### config.mk
export PLATFORM = sky130hd
export DESIGN_NAME = pasr_regs
export DESIGN_NICKNAME = d
export VERILOG_FILES = /design/src/pasr_pkg.sv /design/src/pasr_regs.sv
export SDC_FILE = /design/constraint.sdc
export NUM_CORES = 1
export LEC_CHECK = 0
export ABC_AREA = 0
export ABC_CLOCK_PERIOD_IN_PS = 4300
export CAP_MARGIN = 30
export CELL_PAD_IN_SITES_DETAIL_PLACEMENT = 2
export CELL_PAD_IN_SITES_GLOBAL_PLACEMENT = 2
export CORE_UTILIZATION = 40
export DETAILED_ROUTE_END_ITERATION = 10
export DONT_BUFFER_PORTS = 1
export PLACE_DENSITY_LB_ADDON = 0.08
export SETUP_SLACK_MARGIN = 0.15
export SYNTH_ARGS = -nofsm -noshare
export SYNTH_HDL_FRONTEND = slang
export SYNTH_SLANG_ARGS = --single-unit
### constraint.sdc
create_clock -name CORE_CLK_I -period 4.3 [get_ports CORE_CLK_I]
set_clock_uncertainty 0.1 [all_clocks]
set_input_delay 0.215 -clock CORE_CLK_I [delete_from_list [all_inputs] [get_ports CORE_CLK_I]]
set_output_delay 0.215 -clock CORE_CLK_I [all_outputs]
set_load 0.02 [all_outputs]
### src/pasr_pkg.sv
package pasr_pkg;

    // register indices; byte address is four times the index
    localparam logic [5:0] IDX_CLK_OFS   = 6'h18;
    localparam logic [5:0] IDX_MISC      = 6'h1B;
    localparam logic [5:0] IDX_IFACE     = 6'h1C;
    localparam logic [5:0] IDX_FIFO_CTL  = 6'h1D;
    localparam logic [5:0] IDX_PKT_CNT   = 6'h1E;
    localparam logic [5:0] IDX_AUX_MODE  = 6'h1E;
    localparam logic [5:0] IDX_SHADOW_EN = 6'h1F;

    // field positions
    localparam int AUX_ABILITY_BIT  = 4;
    localparam int AUX_ISOLATE_BIT  = 3;
    localparam int AUX_ERRCODE_BIT  = 0;
    localparam int SHADOW_EN_BIT    = 7;
    localparam int CLK_FAST_BIT     = 15;
    localparam int CLK_SLOW_BIT     = 14;
    localparam int MISC_MLT3_BIT    = 15;
    localparam int MISC_CABLE_LSB   = 12;
    localparam int MISC_LEDTEST_BIT = 10;
    localparam int MISC_LOCK_BIT    = 9;
    localparam int MISC_LATCH_LSB   = 3;
    localparam int IF_STRAP_LSB     = 10;
    localparam int IF_FLP_BIT       = 7;
    localparam int IF_NLP_BIT       = 6;
    localparam int IF_BREAK_BIT     = 5;
    localparam int IF_FAIL_BIT      = 4;

    // reset values
    localparam logic [15:0] RST_FIFO_CTL = 16'h0000;
    localparam logic [13:0] RST_OFS_RSVD = 14'h0000;
    localparam logic [2:0]  RST_MISC_RSV = 3'h0;
    localparam logic [15:0] RST_PKT_CNT  = 16'h0000;

    // fifo depth in bits = base + step * code
    localparam logic [6:0] FIFO_BASE_BITS = 7'h0C;
    localparam logic [6:0] FIFO_STEP_BITS = 7'h04;

    // delay from negotiation start to ability detect
    localparam int CLK_PERIOD_NS     = 4;
    localparam int ABILITY_DELAY_NS  = 1000;
    localparam int ABILITY_DELAY_CYC = (ABILITY_DELAY_NS + CLK_PERIOD_NS - 1) / CLK_PERIOD_NS;

    // strap order: smii, rmii, mii
    localparam int STRAP_MII  = 0;
    localparam int STRAP_SMII = 2;

    typedef enum logic [1:0] {
        PASR_AN_IDLE    = 2'b00,
        PASR_AN_WAIT    = 2'b01,
        PASR_AN_ABILITY = 2'b10,
        PASR_AN_DONE    = 2'b11
    } pasr_an_state_t;

    typedef enum logic [2:0] {
        PASR_SEL_NONE  = 3'b000,
        PASR_SEL_CLK   = 3'b001,
        PASR_SEL_MISC  = 3'b010,
        PASR_SEL_IFACE = 3'b011,
        PASR_SEL_FIFO  = 3'b100,
        PASR_SEL_PKT   = 3'b101,
        PASR_SEL_AUX   = 3'b110,
        PASR_SEL_SHEN  = 3'b111
    } pasr_sel_t;

    typedef struct packed {
        logic       partner_clock_faster;
        logic       partner_clock_slower;
        logic       mlt3_ok;
        logic [2:0] cable_len;
        logic       descr_locked;
        logic [5:0] line_err_ev;
        logic       flp_ev;
        logic       nlp_detect;
        logic       link_break_exp;
        logic       link_fail_exp;
        logic [3:0] fifo_fill;
    } pasr_status_t;

    typedef struct packed {
        logic [3:0] rxd;
        logic       dv;
        logic       er;
    } pasr_mii_rx_t;

    typedef struct packed {
        logic [3:0] txd;
        logic       en;
    } pasr_mii_tx_t;

endpackage

### src/pasr_regs.sv
// The APB interface to the registers was left to the implementer.
`timescale 1ns/10ps
// Notes on behaviour
// - ability bit high only in ability detect
// - enter after delay, leave on pulses
// - isolate ignores mii inputs, floats outputs
// - isolate also suppresses link pulses
// - 10M code mode puts error type on rxd
// - clearing bit or reset restores normal
// - no error codes in 10M serial mode
// - 100M always shows error codes
// - shadow enable bit 7 only writable
// - partner clock faster/slower flags
// - mlt3 ok flag bit 15
// - cable length estimate bits 14..12
// - descrambler lock flag bit 9
// - six latching line error flags
// - led test bit 10, resets zero
// - strap interface bits, fifo fill
// - latching flp flag, nlp level flag
// - link break and fail timer flags
// - fifo depth is 12 plus 4*code
// - byte count of last received packet
// - isolate control at aux bit 3
// - ability status at aux bit 4
module pasr_regs #(
    parameter int ABILITY_CYC = pasr_pkg::ABILITY_DELAY_CYC
) (
    // clock and reset
    input  wire logic                  CORE_CLK_I,
    input  wire logic                  RST_N_I,
    // apb slave
    input  wire logic                  PSEL_I,
    input  wire logic                  PENABLE_I,
    input  wire logic                  PWRITE_I,
    input  wire logic [7:0]            PADDR_I,
    input  wire logic [31:0]           PWDATA_I,
    input  wire logic [3:0]            PSTRB_I,
    output logic      [31:0]           PRDATA_O,
    output logic                       PREADY_O,
    output logic                       PSLVERR_O,
    // datapath status and events
    input  wire pasr_pkg::pasr_status_t STATUS_I,
    input  wire logic [2:0]            STRAP_I,
    input  wire logic                  SPEED_100_I,
    input  wire logic                  AN_BEGIN_I,
    input  wire logic                  RX_BYTE_I,
    input  wire logic                  RX_FRAME_END_I,
    // receive path toward the mac
    input  wire pasr_pkg::pasr_mii_rx_t RX_CORE_I,
    input  wire logic [3:0]            RX_ERR_TYPE_I,
    output pasr_pkg::pasr_mii_rx_t     MII_RX_O,
    output logic                       MII_RX_OE_O,
    // transmit path from the mac
    input  wire pasr_pkg::pasr_mii_tx_t MII_TX_I,
    output pasr_pkg::pasr_mii_tx_t     TX_CORE_O,
    // controls toward the datapath
    output logic                       LINK_PULSE_EN_O,
    output logic                       LED_TEST_O,
    output logic      [6:0]            FIFO_DEPTH_O
);
    import pasr_pkg::*;

    typedef struct packed {
        pasr_an_state_t an_st;
        logic [15:0]    an_cnt;
        logic           ext_isolate;
        logic           err_code_mode;
        logic           shadow_en;
        logic [13:0]    ofs_rsvd;
        logic [2:0]     misc_rsvd;
        logic           led_test;
        logic [5:0]     line_latch;
        logic           flp_latch;
        logic [15:0]    fifo_ctl;
        logic [6:0]     fifo_depth;
        logic [15:0]    pkt_run;
        logic [15:0]    pkt_last;
        logic [2:0]     strap;
        logic           strap_done;
        logic [31:0]    prdata;
        logic           pready;
        logic           pslverr;
        pasr_mii_rx_t   rx;
        logic           rx_oe;
        pasr_mii_tx_t   tx;
        logic           link_pulse_en;
    } pasr_state_t;

    pasr_state_t s_q;
    pasr_state_t s_d;

    function automatic pasr_sel_t decode_reg(input logic [7:0] addr, input logic shadow);
        pasr_sel_t sel;
        sel = PASR_SEL_NONE;
        if (addr[1:0] != 2'h0)
            sel = PASR_SEL_NONE;
        else if (addr[7:2] == IDX_SHADOW_EN)
            sel = PASR_SEL_SHEN;
        else if (shadow && addr[7:2] == IDX_CLK_OFS)
            sel = PASR_SEL_CLK;
        else if (shadow && addr[7:2] == IDX_MISC)
            sel = PASR_SEL_MISC;
        else if (shadow && addr[7:2] == IDX_IFACE)
            sel = PASR_SEL_IFACE;
        else if (shadow && addr[7:2] == IDX_FIFO_CTL)
            sel = PASR_SEL_FIFO;
        else if (shadow && addr[7:2] == IDX_PKT_CNT)
            sel = PASR_SEL_PKT;
        else if (!shadow && addr[7:2] == IDX_AUX_MODE)
            sel = PASR_SEL_AUX;
        return sel;
    endfunction

    logic        setup;
    logic        done;
    logic        wr_done;
    pasr_sel_t   sel;
    logic [15:0] wmask;
    logic [15:0] wdat;
    logic [15:0] rd;
    logic        link_seen;
    logic        serial_10;
    logic        code_on;
    logic [15:0] pkt_next;

    always_comb
    begin
        s_d      = s_q;
        setup    = PSEL_I && !PENABLE_I;
        done     = PSEL_I && PENABLE_I && s_q.pready;
        wr_done  = done && PWRITE_I && !s_q.pslverr;
        sel      = decode_reg(PADDR_I, s_q.shadow_en);
        wmask    = {{8{PSTRB_I[1]}}, {8{PSTRB_I[0]}}};
        wdat     = PWDATA_I[15:0];
        rd       = 16'h0000;
        pkt_next = s_q.pkt_run + {15'h0000, RX_BYTE_I};

        // straps caught once, in the first cycle after reset release
        if (!s_q.strap_done)
        begin
            s_d.strap      = STRAP_I;
            s_d.strap_done = 1'b1;
        end

        // negotiation tracker; a restart wins from any state
        link_seen = STATUS_I.flp_ev || STATUS_I.nlp_detect;
        case (s_q.an_st)
            PASR_AN_IDLE:
                s_d.an_cnt = 16'h0000;
            PASR_AN_WAIT:
                if (s_q.an_cnt >= 16'(ABILITY_CYC - 1))
                    s_d.an_st = PASR_AN_ABILITY;
                else
                    s_d.an_cnt = s_q.an_cnt + 16'h0001;
            PASR_AN_ABILITY:
                if (link_seen)
                    s_d.an_st = PASR_AN_DONE;
            PASR_AN_DONE:
                s_d.an_cnt = 16'h0000;
            default:
                s_d.an_st = PASR_AN_IDLE;
        endcase
        if (AN_BEGIN_I)
        begin
            s_d.an_st  = PASR_AN_WAIT;
            s_d.an_cnt = 16'h0000;
        end

        // read value of the selected register
        case (sel)
            PASR_SEL_CLK:
                rd = {STATUS_I.partner_clock_faster, STATUS_I.partner_clock_slower,
                      s_q.ofs_rsvd};
            PASR_SEL_MISC:
                rd = {STATUS_I.mlt3_ok, STATUS_I.cable_len, 1'b0, s_q.led_test,
                      STATUS_I.descr_locked, s_q.line_latch, s_q.misc_rsvd};
            PASR_SEL_IFACE:
                rd = {3'h0, s_q.strap, 2'h0, s_q.flp_latch, STATUS_I.nlp_detect,
                      STATUS_I.link_break_exp, STATUS_I.link_fail_exp,
                      STATUS_I.fifo_fill};
            PASR_SEL_FIFO:
                rd = s_q.fifo_ctl;
            PASR_SEL_PKT:
                rd = s_q.pkt_last;
            PASR_SEL_AUX:
                rd = {11'h000, (s_q.an_st == PASR_AN_ABILITY), s_q.ext_isolate,
                      2'h0, s_q.err_code_mode};
            PASR_SEL_SHEN:
                rd = {8'h00, s_q.shadow_en, 7'h00};
            default:
                rd = 16'h0000;
        endcase

        // zero wait state: ready raised for the access cycle only
        s_d.pready = setup;
        if (setup)
        begin
            s_d.prdata  = {16'h0000, rd};
            s_d.pslverr = (sel == PASR_SEL_NONE);
        end
        else if (done)
        begin
            s_d.pslverr = 1'b0;
        end

        // writes land at the completing edge
        if (wr_done)
        begin
            case (sel)
                PASR_SEL_CLK:
                    s_d.ofs_rsvd = (s_q.ofs_rsvd & ~wmask[13:0]) | (wdat[13:0] & wmask[13:0]);
                PASR_SEL_MISC:
                begin
                    if (wmask[MISC_LEDTEST_BIT])
                        s_d.led_test = wdat[MISC_LEDTEST_BIT];
                    if (wmask[0])
                        s_d.misc_rsvd = wdat[2:0];
                end
                PASR_SEL_FIFO:
                    s_d.fifo_ctl = (s_q.fifo_ctl & ~wmask) | (wdat & wmask);
                PASR_SEL_AUX:
                    if (wmask[0])
                    begin
                        s_d.ext_isolate   = wdat[AUX_ISOLATE_BIT];
                        s_d.err_code_mode = wdat[AUX_ERRCODE_BIT];
                    end
                PASR_SEL_SHEN:
                    if (wmask[0])
                        s_d.shadow_en = wdat[SHADOW_EN_BIT];
                default:
                    s_d.pkt_last = s_q.pkt_last;
            endcase
        end

        // latched flags clear at the edge that captures the read data,
        // so an event between setup and access is never lost; set wins
        if (setup && !PWRITE_I && sel == PASR_SEL_MISC)
            s_d.line_latch = 6'h00;
        if (setup && !PWRITE_I && sel == PASR_SEL_IFACE)
            s_d.flp_latch = 1'b0;
        s_d.line_latch = s_d.line_latch | STATUS_I.line_err_ev;
        s_d.flp_latch  = s_d.flp_latch | STATUS_I.flp_ev;

        // depth registered so the output comes from a flop
        s_d.fifo_depth = FIFO_BASE_BITS + 7'(s_d.fifo_ctl[3:0]) * FIFO_STEP_BITS;

        // byte counter; the total survives until the next frame end
        if (RX_FRAME_END_I)
        begin
            s_d.pkt_last = pkt_next;
            s_d.pkt_run  = 16'h0000;
        end
        else
        begin
            s_d.pkt_run = pkt_next;
        end

        // receive error signalling
        serial_10 = s_q.strap[STRAP_SMII] && !SPEED_100_I;
        code_on   = SPEED_100_I || (s_q.err_code_mode && !serial_10);
        s_d.rx    = RX_CORE_I;
        if (code_on && RX_CORE_I.dv && RX_CORE_I.er)
        begin
            // a zero type would look like plain data, so force it non-zero
            s_d.rx.rxd = (RX_ERR_TYPE_I == 4'h0) ? 4'h1 : RX_ERR_TYPE_I;
        end
        s_d.tx            = MII_TX_I;
        s_d.rx_oe         = !s_q.ext_isolate;
        s_d.link_pulse_en = !s_q.ext_isolate;
        if (s_q.ext_isolate)
        begin
            s_d.rx = '0;
            s_d.tx = '0;
        end
    end

    always_ff @(posedge CORE_CLK_I or negedge RST_N_I)
    begin
        if (!RST_N_I)
        begin
            s_q          <= '0;
            s_q.an_st    <= PASR_AN_IDLE;
            s_q.ofs_rsvd <= RST_OFS_RSVD;
            s_q.misc_rsvd <= RST_MISC_RSV;
            s_q.fifo_ctl <= RST_FIFO_CTL;
            s_q.fifo_depth <= FIFO_BASE_BITS;
            s_q.pkt_last <= RST_PKT_CNT;
        end
        else
        begin
            s_q <= s_d;
        end
    end

    assign PRDATA_O        = s_q.prdata;
    assign PREADY_O        = s_q.pready;
    assign PSLVERR_O       = s_q.pslverr;
    assign MII_RX_O        = s_q.rx;
    assign MII_RX_OE_O     = s_q.rx_oe;
    assign TX_CORE_O       = s_q.tx;
    assign LINK_PULSE_EN_O = s_q.link_pulse_en;
    assign LED_TEST_O      = s_q.led_test;
    assign FIFO_DEPTH_O    = s_q.fifo_depth;

    a_ability_exit: assert property (@(posedge CORE_CLK_I) disable iff (!RST_N_I)
        (s_q.an_st == PASR_AN_ABILITY && link_seen && !AN_BEGIN_I)
        |=> s_q.an_st == PASR_AN_DONE)
        else $error("ability state not left on link pulses");

    a_ability_entry: assert property (@(posedge CORE_CLK_I) disable iff (!RST_N_I)
        $rose(s_q.an_st == PASR_AN_ABILITY) |-> $past(s_q.an_st) == PASR_AN_WAIT
        && $past(s_q.an_cnt) == 16'(ABILITY_CYC - 1))
        else $error("ability state entered without full delay");

    a_isolate_mii: assert property (@(posedge CORE_CLK_I) disable iff (!RST_N_I)
        s_q.ext_isolate |=> !MII_RX_OE_O && TX_CORE_O == '0 && MII_RX_O == '0)
        else $error("isolate left mii active");

    a_isolate_pulses: assert property (@(posedge CORE_CLK_I) disable iff (!RST_N_I)
        s_q.ext_isolate ##1 s_q.ext_isolate |-> !LINK_PULSE_EN_O)
        else $error("link pulses not suppressed");

    a_code_fast: assert property (@(posedge CORE_CLK_I) disable iff (!RST_N_I)
        (SPEED_100_I && RX_CORE_I.dv && RX_CORE_I.er && !s_q.ext_isolate)
        |=> MII_RX_O.rxd != 4'h0 && MII_RX_O.er)
        else $error("100M error without type code");

    a_code_serial: assert property (@(posedge CORE_CLK_I) disable iff (!RST_N_I)
        (!SPEED_100_I && s_q.strap[STRAP_SMII] && !s_q.ext_isolate)
        |=> MII_RX_O.rxd == $past(RX_CORE_I.rxd))
        else $error("error code applied in serial mode");

    a_latch_hold: assert property (@(posedge CORE_CLK_I) disable iff (!RST_N_I)
        (s_q.flp_latch && !(setup && !PWRITE_I && sel == PASR_SEL_IFACE))
        |=> s_q.flp_latch)
        else $error("latched flag dropped without read");

    a_latch_set: assert property (@(posedge CORE_CLK_I) disable iff (!RST_N_I)
        STATUS_I.line_err_ev[0] |=> s_q.line_latch[0])
        else $error("line error event lost");

    a_fifo_depth: assert property (@(posedge CORE_CLK_I) disable iff (!RST_N_I)
        $stable(s_q.fifo_ctl[3:0]) |-> FIFO_DEPTH_O == 7'h0C + 7'(s_q.fifo_ctl[3:0]) * 7'h04)
        else $error("fifo depth mismatch");

    a_pkt_count: assert property (@(posedge CORE_CLK_I) disable iff (!RST_N_I)
        RX_FRAME_END_I |=> s_q.pkt_last == $past(s_q.pkt_run) + {15'h0000, $past(RX_BYTE_I)}
        && s_q.pkt_run == 16'h0000)
        else $error("packet byte count wrong");

    a_shadow_map: assert property (@(posedge CORE_CLK_I) disable iff (!RST_N_I)
        (setup && !s_q.shadow_en && PADDR_I[7:2] == IDX_CLK_OFS) |=> PSLVERR_O && PREADY_O)
        else $error("shadow offset reachable while disabled");

endmodule

==> impl_metrics.yaml <==
run_status:
  outcome: "complete, no violations"
synth:
  yosys.area.top_type: "dfrtp_1"
  synth_warnings: 0
  synth_edf_count: 0
  yosys.area_share.simple: 0.1491
  synthTopCellsByCount: "dfrtp_1 (131), nor2_1 (67), buf_4 (52), mux2_2 (41), a21oi_1 (37)"
  synth-xor-area-share: 0.02283
  synth.area.mux_share: 0.09401
  synth_seq_area_share: 0.5107
  syn_avg_cell_area_sq_um: 10.54
  synth-seq-cells: 133
  synth_top_family_by_area: "simple AND/OR/NAND/NOR gates"
  syn-cell-area_sq_mm: 0.006521
  synth_compound_area_frac: 0.1224
  synthDistinctLibCells: 61
  yosysTopAreaCellShare: 0.5027
  synthTopCellsByArea: "dfrtp_1 (50%), mux2_2 (7.1%), buf_4 (6.0%)"
  syn_inst: 619
  async_flop_share: 1.000
  synth.most_common_cell: "dfrtp_1"
  synthAdderAreaFrac: 0.01535
  synthFlopType: "dfrtp_1"
pwr:
  clockPowerShare: 0.465
  power.leakage_nw: 3.334
  ir_worst_vdd_mv: 0.2704
  pwr-share-comb: 0.103
  seq_power_share: 0.432
  power_switching_mw: 0.8013
  intPower_mw: 2.306
  p_per_area_mw_per_mm2: 411.7
  sw_frac_of_total: 0.2579
  total_power_mw: 3.108
cts:
  cts_made_buffers: 17
  cts_resized: 0
  htreeDepth: 4
  cts_sinks: 133
  clock_latency_ns: 0.43
  clockRootBuffer: "clkbuf_16"
  tritoncts: "built"
  clockBufferDepth: 2
  clkSlewWorstSetupHoldPaths_ns: 0.06
global_routing:
  grt_max_degree: 134
  overflow: 0
  antenna_found_initial: 0
  grt_pass1_vias: 5262
  grt_pass1_wl_microns: 30210
  gr-usage-all-layers: 0.2454
sta:
  final-setup-viol-count: 0
  fmax_ghz: 0.3843
  fin_ws_ns: 1.698
  period_share: 0.6052
  layout_min_cycle_time_ns: 2.602
  tightestPinTransition_ns: 0.7678
  setup_tns_ns: 0
  slew_headroom: 0.4871
  finalMaxSlewViolations: 0
  rsz0062_at_grt: "no"
  hold_violations: 0
drt:
  wire_per_inst_microns: 22.26
  antenna_left: 0
  via_count: 4741
  dr.pass1.iters: 6
  drt_iter0_drc: 179
  vias_per_cell: 5.475
  drt-total-wl_microns: 19280
  remaining_drc_errors: 0
finish:
  fin_nets: 738
  layout-drive-gt1-share: 0.1323
  area_growth_pct: 15.75
  diodes: 0
  final-instance-count-excl-fill: 866
place:
  post-place-ws_ns: 1.569
  port_buffers: 0
  place.gp.congestion: 0.7546
  dp_cells: 779
  dpl.hpwl_microns: 12580
setup_path:
  r2r-end: "s_q[106]"
  timing.rr.start: "s_q[131]"
  start_kind: "flip-flop"
  arrival_ns: 2.80
  cp_data_required_time_ns: 4.50
  rrSetupSlack_ns: 1.70
  path_class: "flip-flop to flip-flop"
  cp-end-kind: "flip-flop"
  r2r_cells: 4
  path_max_fanout: 15
floorplan:
  num_rows: 46
  die_w_microns: 129.7
  dieArea_sq_mm: 0.01682
  ios: 147
  coreArea_sq_mm: 0.01589
  initial_core_util: 0.4105
  die_h_microns: 129.7
worst_hold_path:
  min_to: "PRDATA_O[11]"
  min_path_cells: 3
  min-delay-start: "PADDR_I[4]"
  hold_path_class: "primary input to flip-flop"
run:
  max_cap_violations: 0
-- power groups by stage --
stage | Combinational [mW] | Clock [mW] | Sequential (mW)
global placement | 0.220 | 0 | 1.36
finish | 0.321 | 1.45 | 1.34
global route | 0.361 | 1.53 | 1.35
detailed placement | 0.232 | 0 | 1.36
floorplan | 0.217 | 0 | 1.34
CTS | 0.316 | 1.47 | 1.34
-- logic make-up (layout without fill, tap and decap cells) --
| logic type | count (synthesis) | after routing |
|---|---|---|
| AO/OA/AOI/OAI | 125 | 125 |
| other | 2 | 19 |
| adder cells (fa/ha/maj) | 8 | 8 |
| buffers and inverters | 91 | 105 |
| multiplexers | 55 | 55 |
| XOR/XNOR | 17 | 17 |
| AND/OR/NAND/NOR | 188 | 188 |
| flip-flops | 133 | 133 |
-- critical path, cell delays in order (launching register included) --
cell and delay [ns]:
dfrtp_1 0.66, nand4_2 0.38, or4b_1 0.60, a21o_1 0.19, dlygate4sd3_1 0.55
-- routing by layer --
metal	share of wire	global-route usage
met5	0	0
met4	0.014	0.07866
met3	0.064	0.06358
met2	0.49	0.4140
met1	0.43	0.3068
-- worst max path at each step --
stage	endpoint	start	slack, ns
after CTS	flip-flop	s_q[131]	1.68
after floorplan	FIFO_DEPTH_O[4]	PSLVERR_O	2.18
after detailed placement	flip-flop	PADDR_I[7]	1.57
final	s_q[106]	s_q[131]	1.70
after global placement	flip-flop	PADDR_I[7]	1.61
after global routing	flip-flop	s_q[131]	1.55
-- metrics by stage --
step	hold WS (ns)	util	area [sq um]
floorplan	-0.1806	-	6585
global placement	-0.1766	0.4019	6384
detailed placement	-0.1760	0.4019	6384
CTS	0.001196	0.4746	7538
global route	0.005095	0.4752	7548
finish	0.008991	0.4752	7548
-- layout make-up --
type                            instances  area [sq um]
Inverter                               15         56.30
Fill cell                            1652          8337
Tap cell                              216         270.3
Clock buffer                           23         478.0
Sequential cell                       133          3331
Multi-Input combinational cell        412          2704
Clock inverter                          8         98.84
Timing Repair Buffer                   59         610.6
-- timing repair --
action | CTS | global route
setup buffers | 0 | 0
setup endpoints to repair | 0 | 0
endpoints found under the hold margin | 238 | 1
hold buffers | 55 | 1
-- placed cells by master, fill, tap and decap left out, types with 9 or more instances in the layout --
cell	instances
a22oi_1	18
conb_1	19
nor2b_1	12
mux2_2	41
a31oi_1	10
nor2_1	67
xor2_1	9
mux2_1	9
clkbuf_16	17
inv_1	14
nand3_1	17
o21ai_0	16
dfrtp_1	131
nand2_1	30
a21oi_1	37
dlygate4sd3_1	54
and2_1	9
and3_1	10
o21ai_1	11
(Power assumes the default switching activity.)
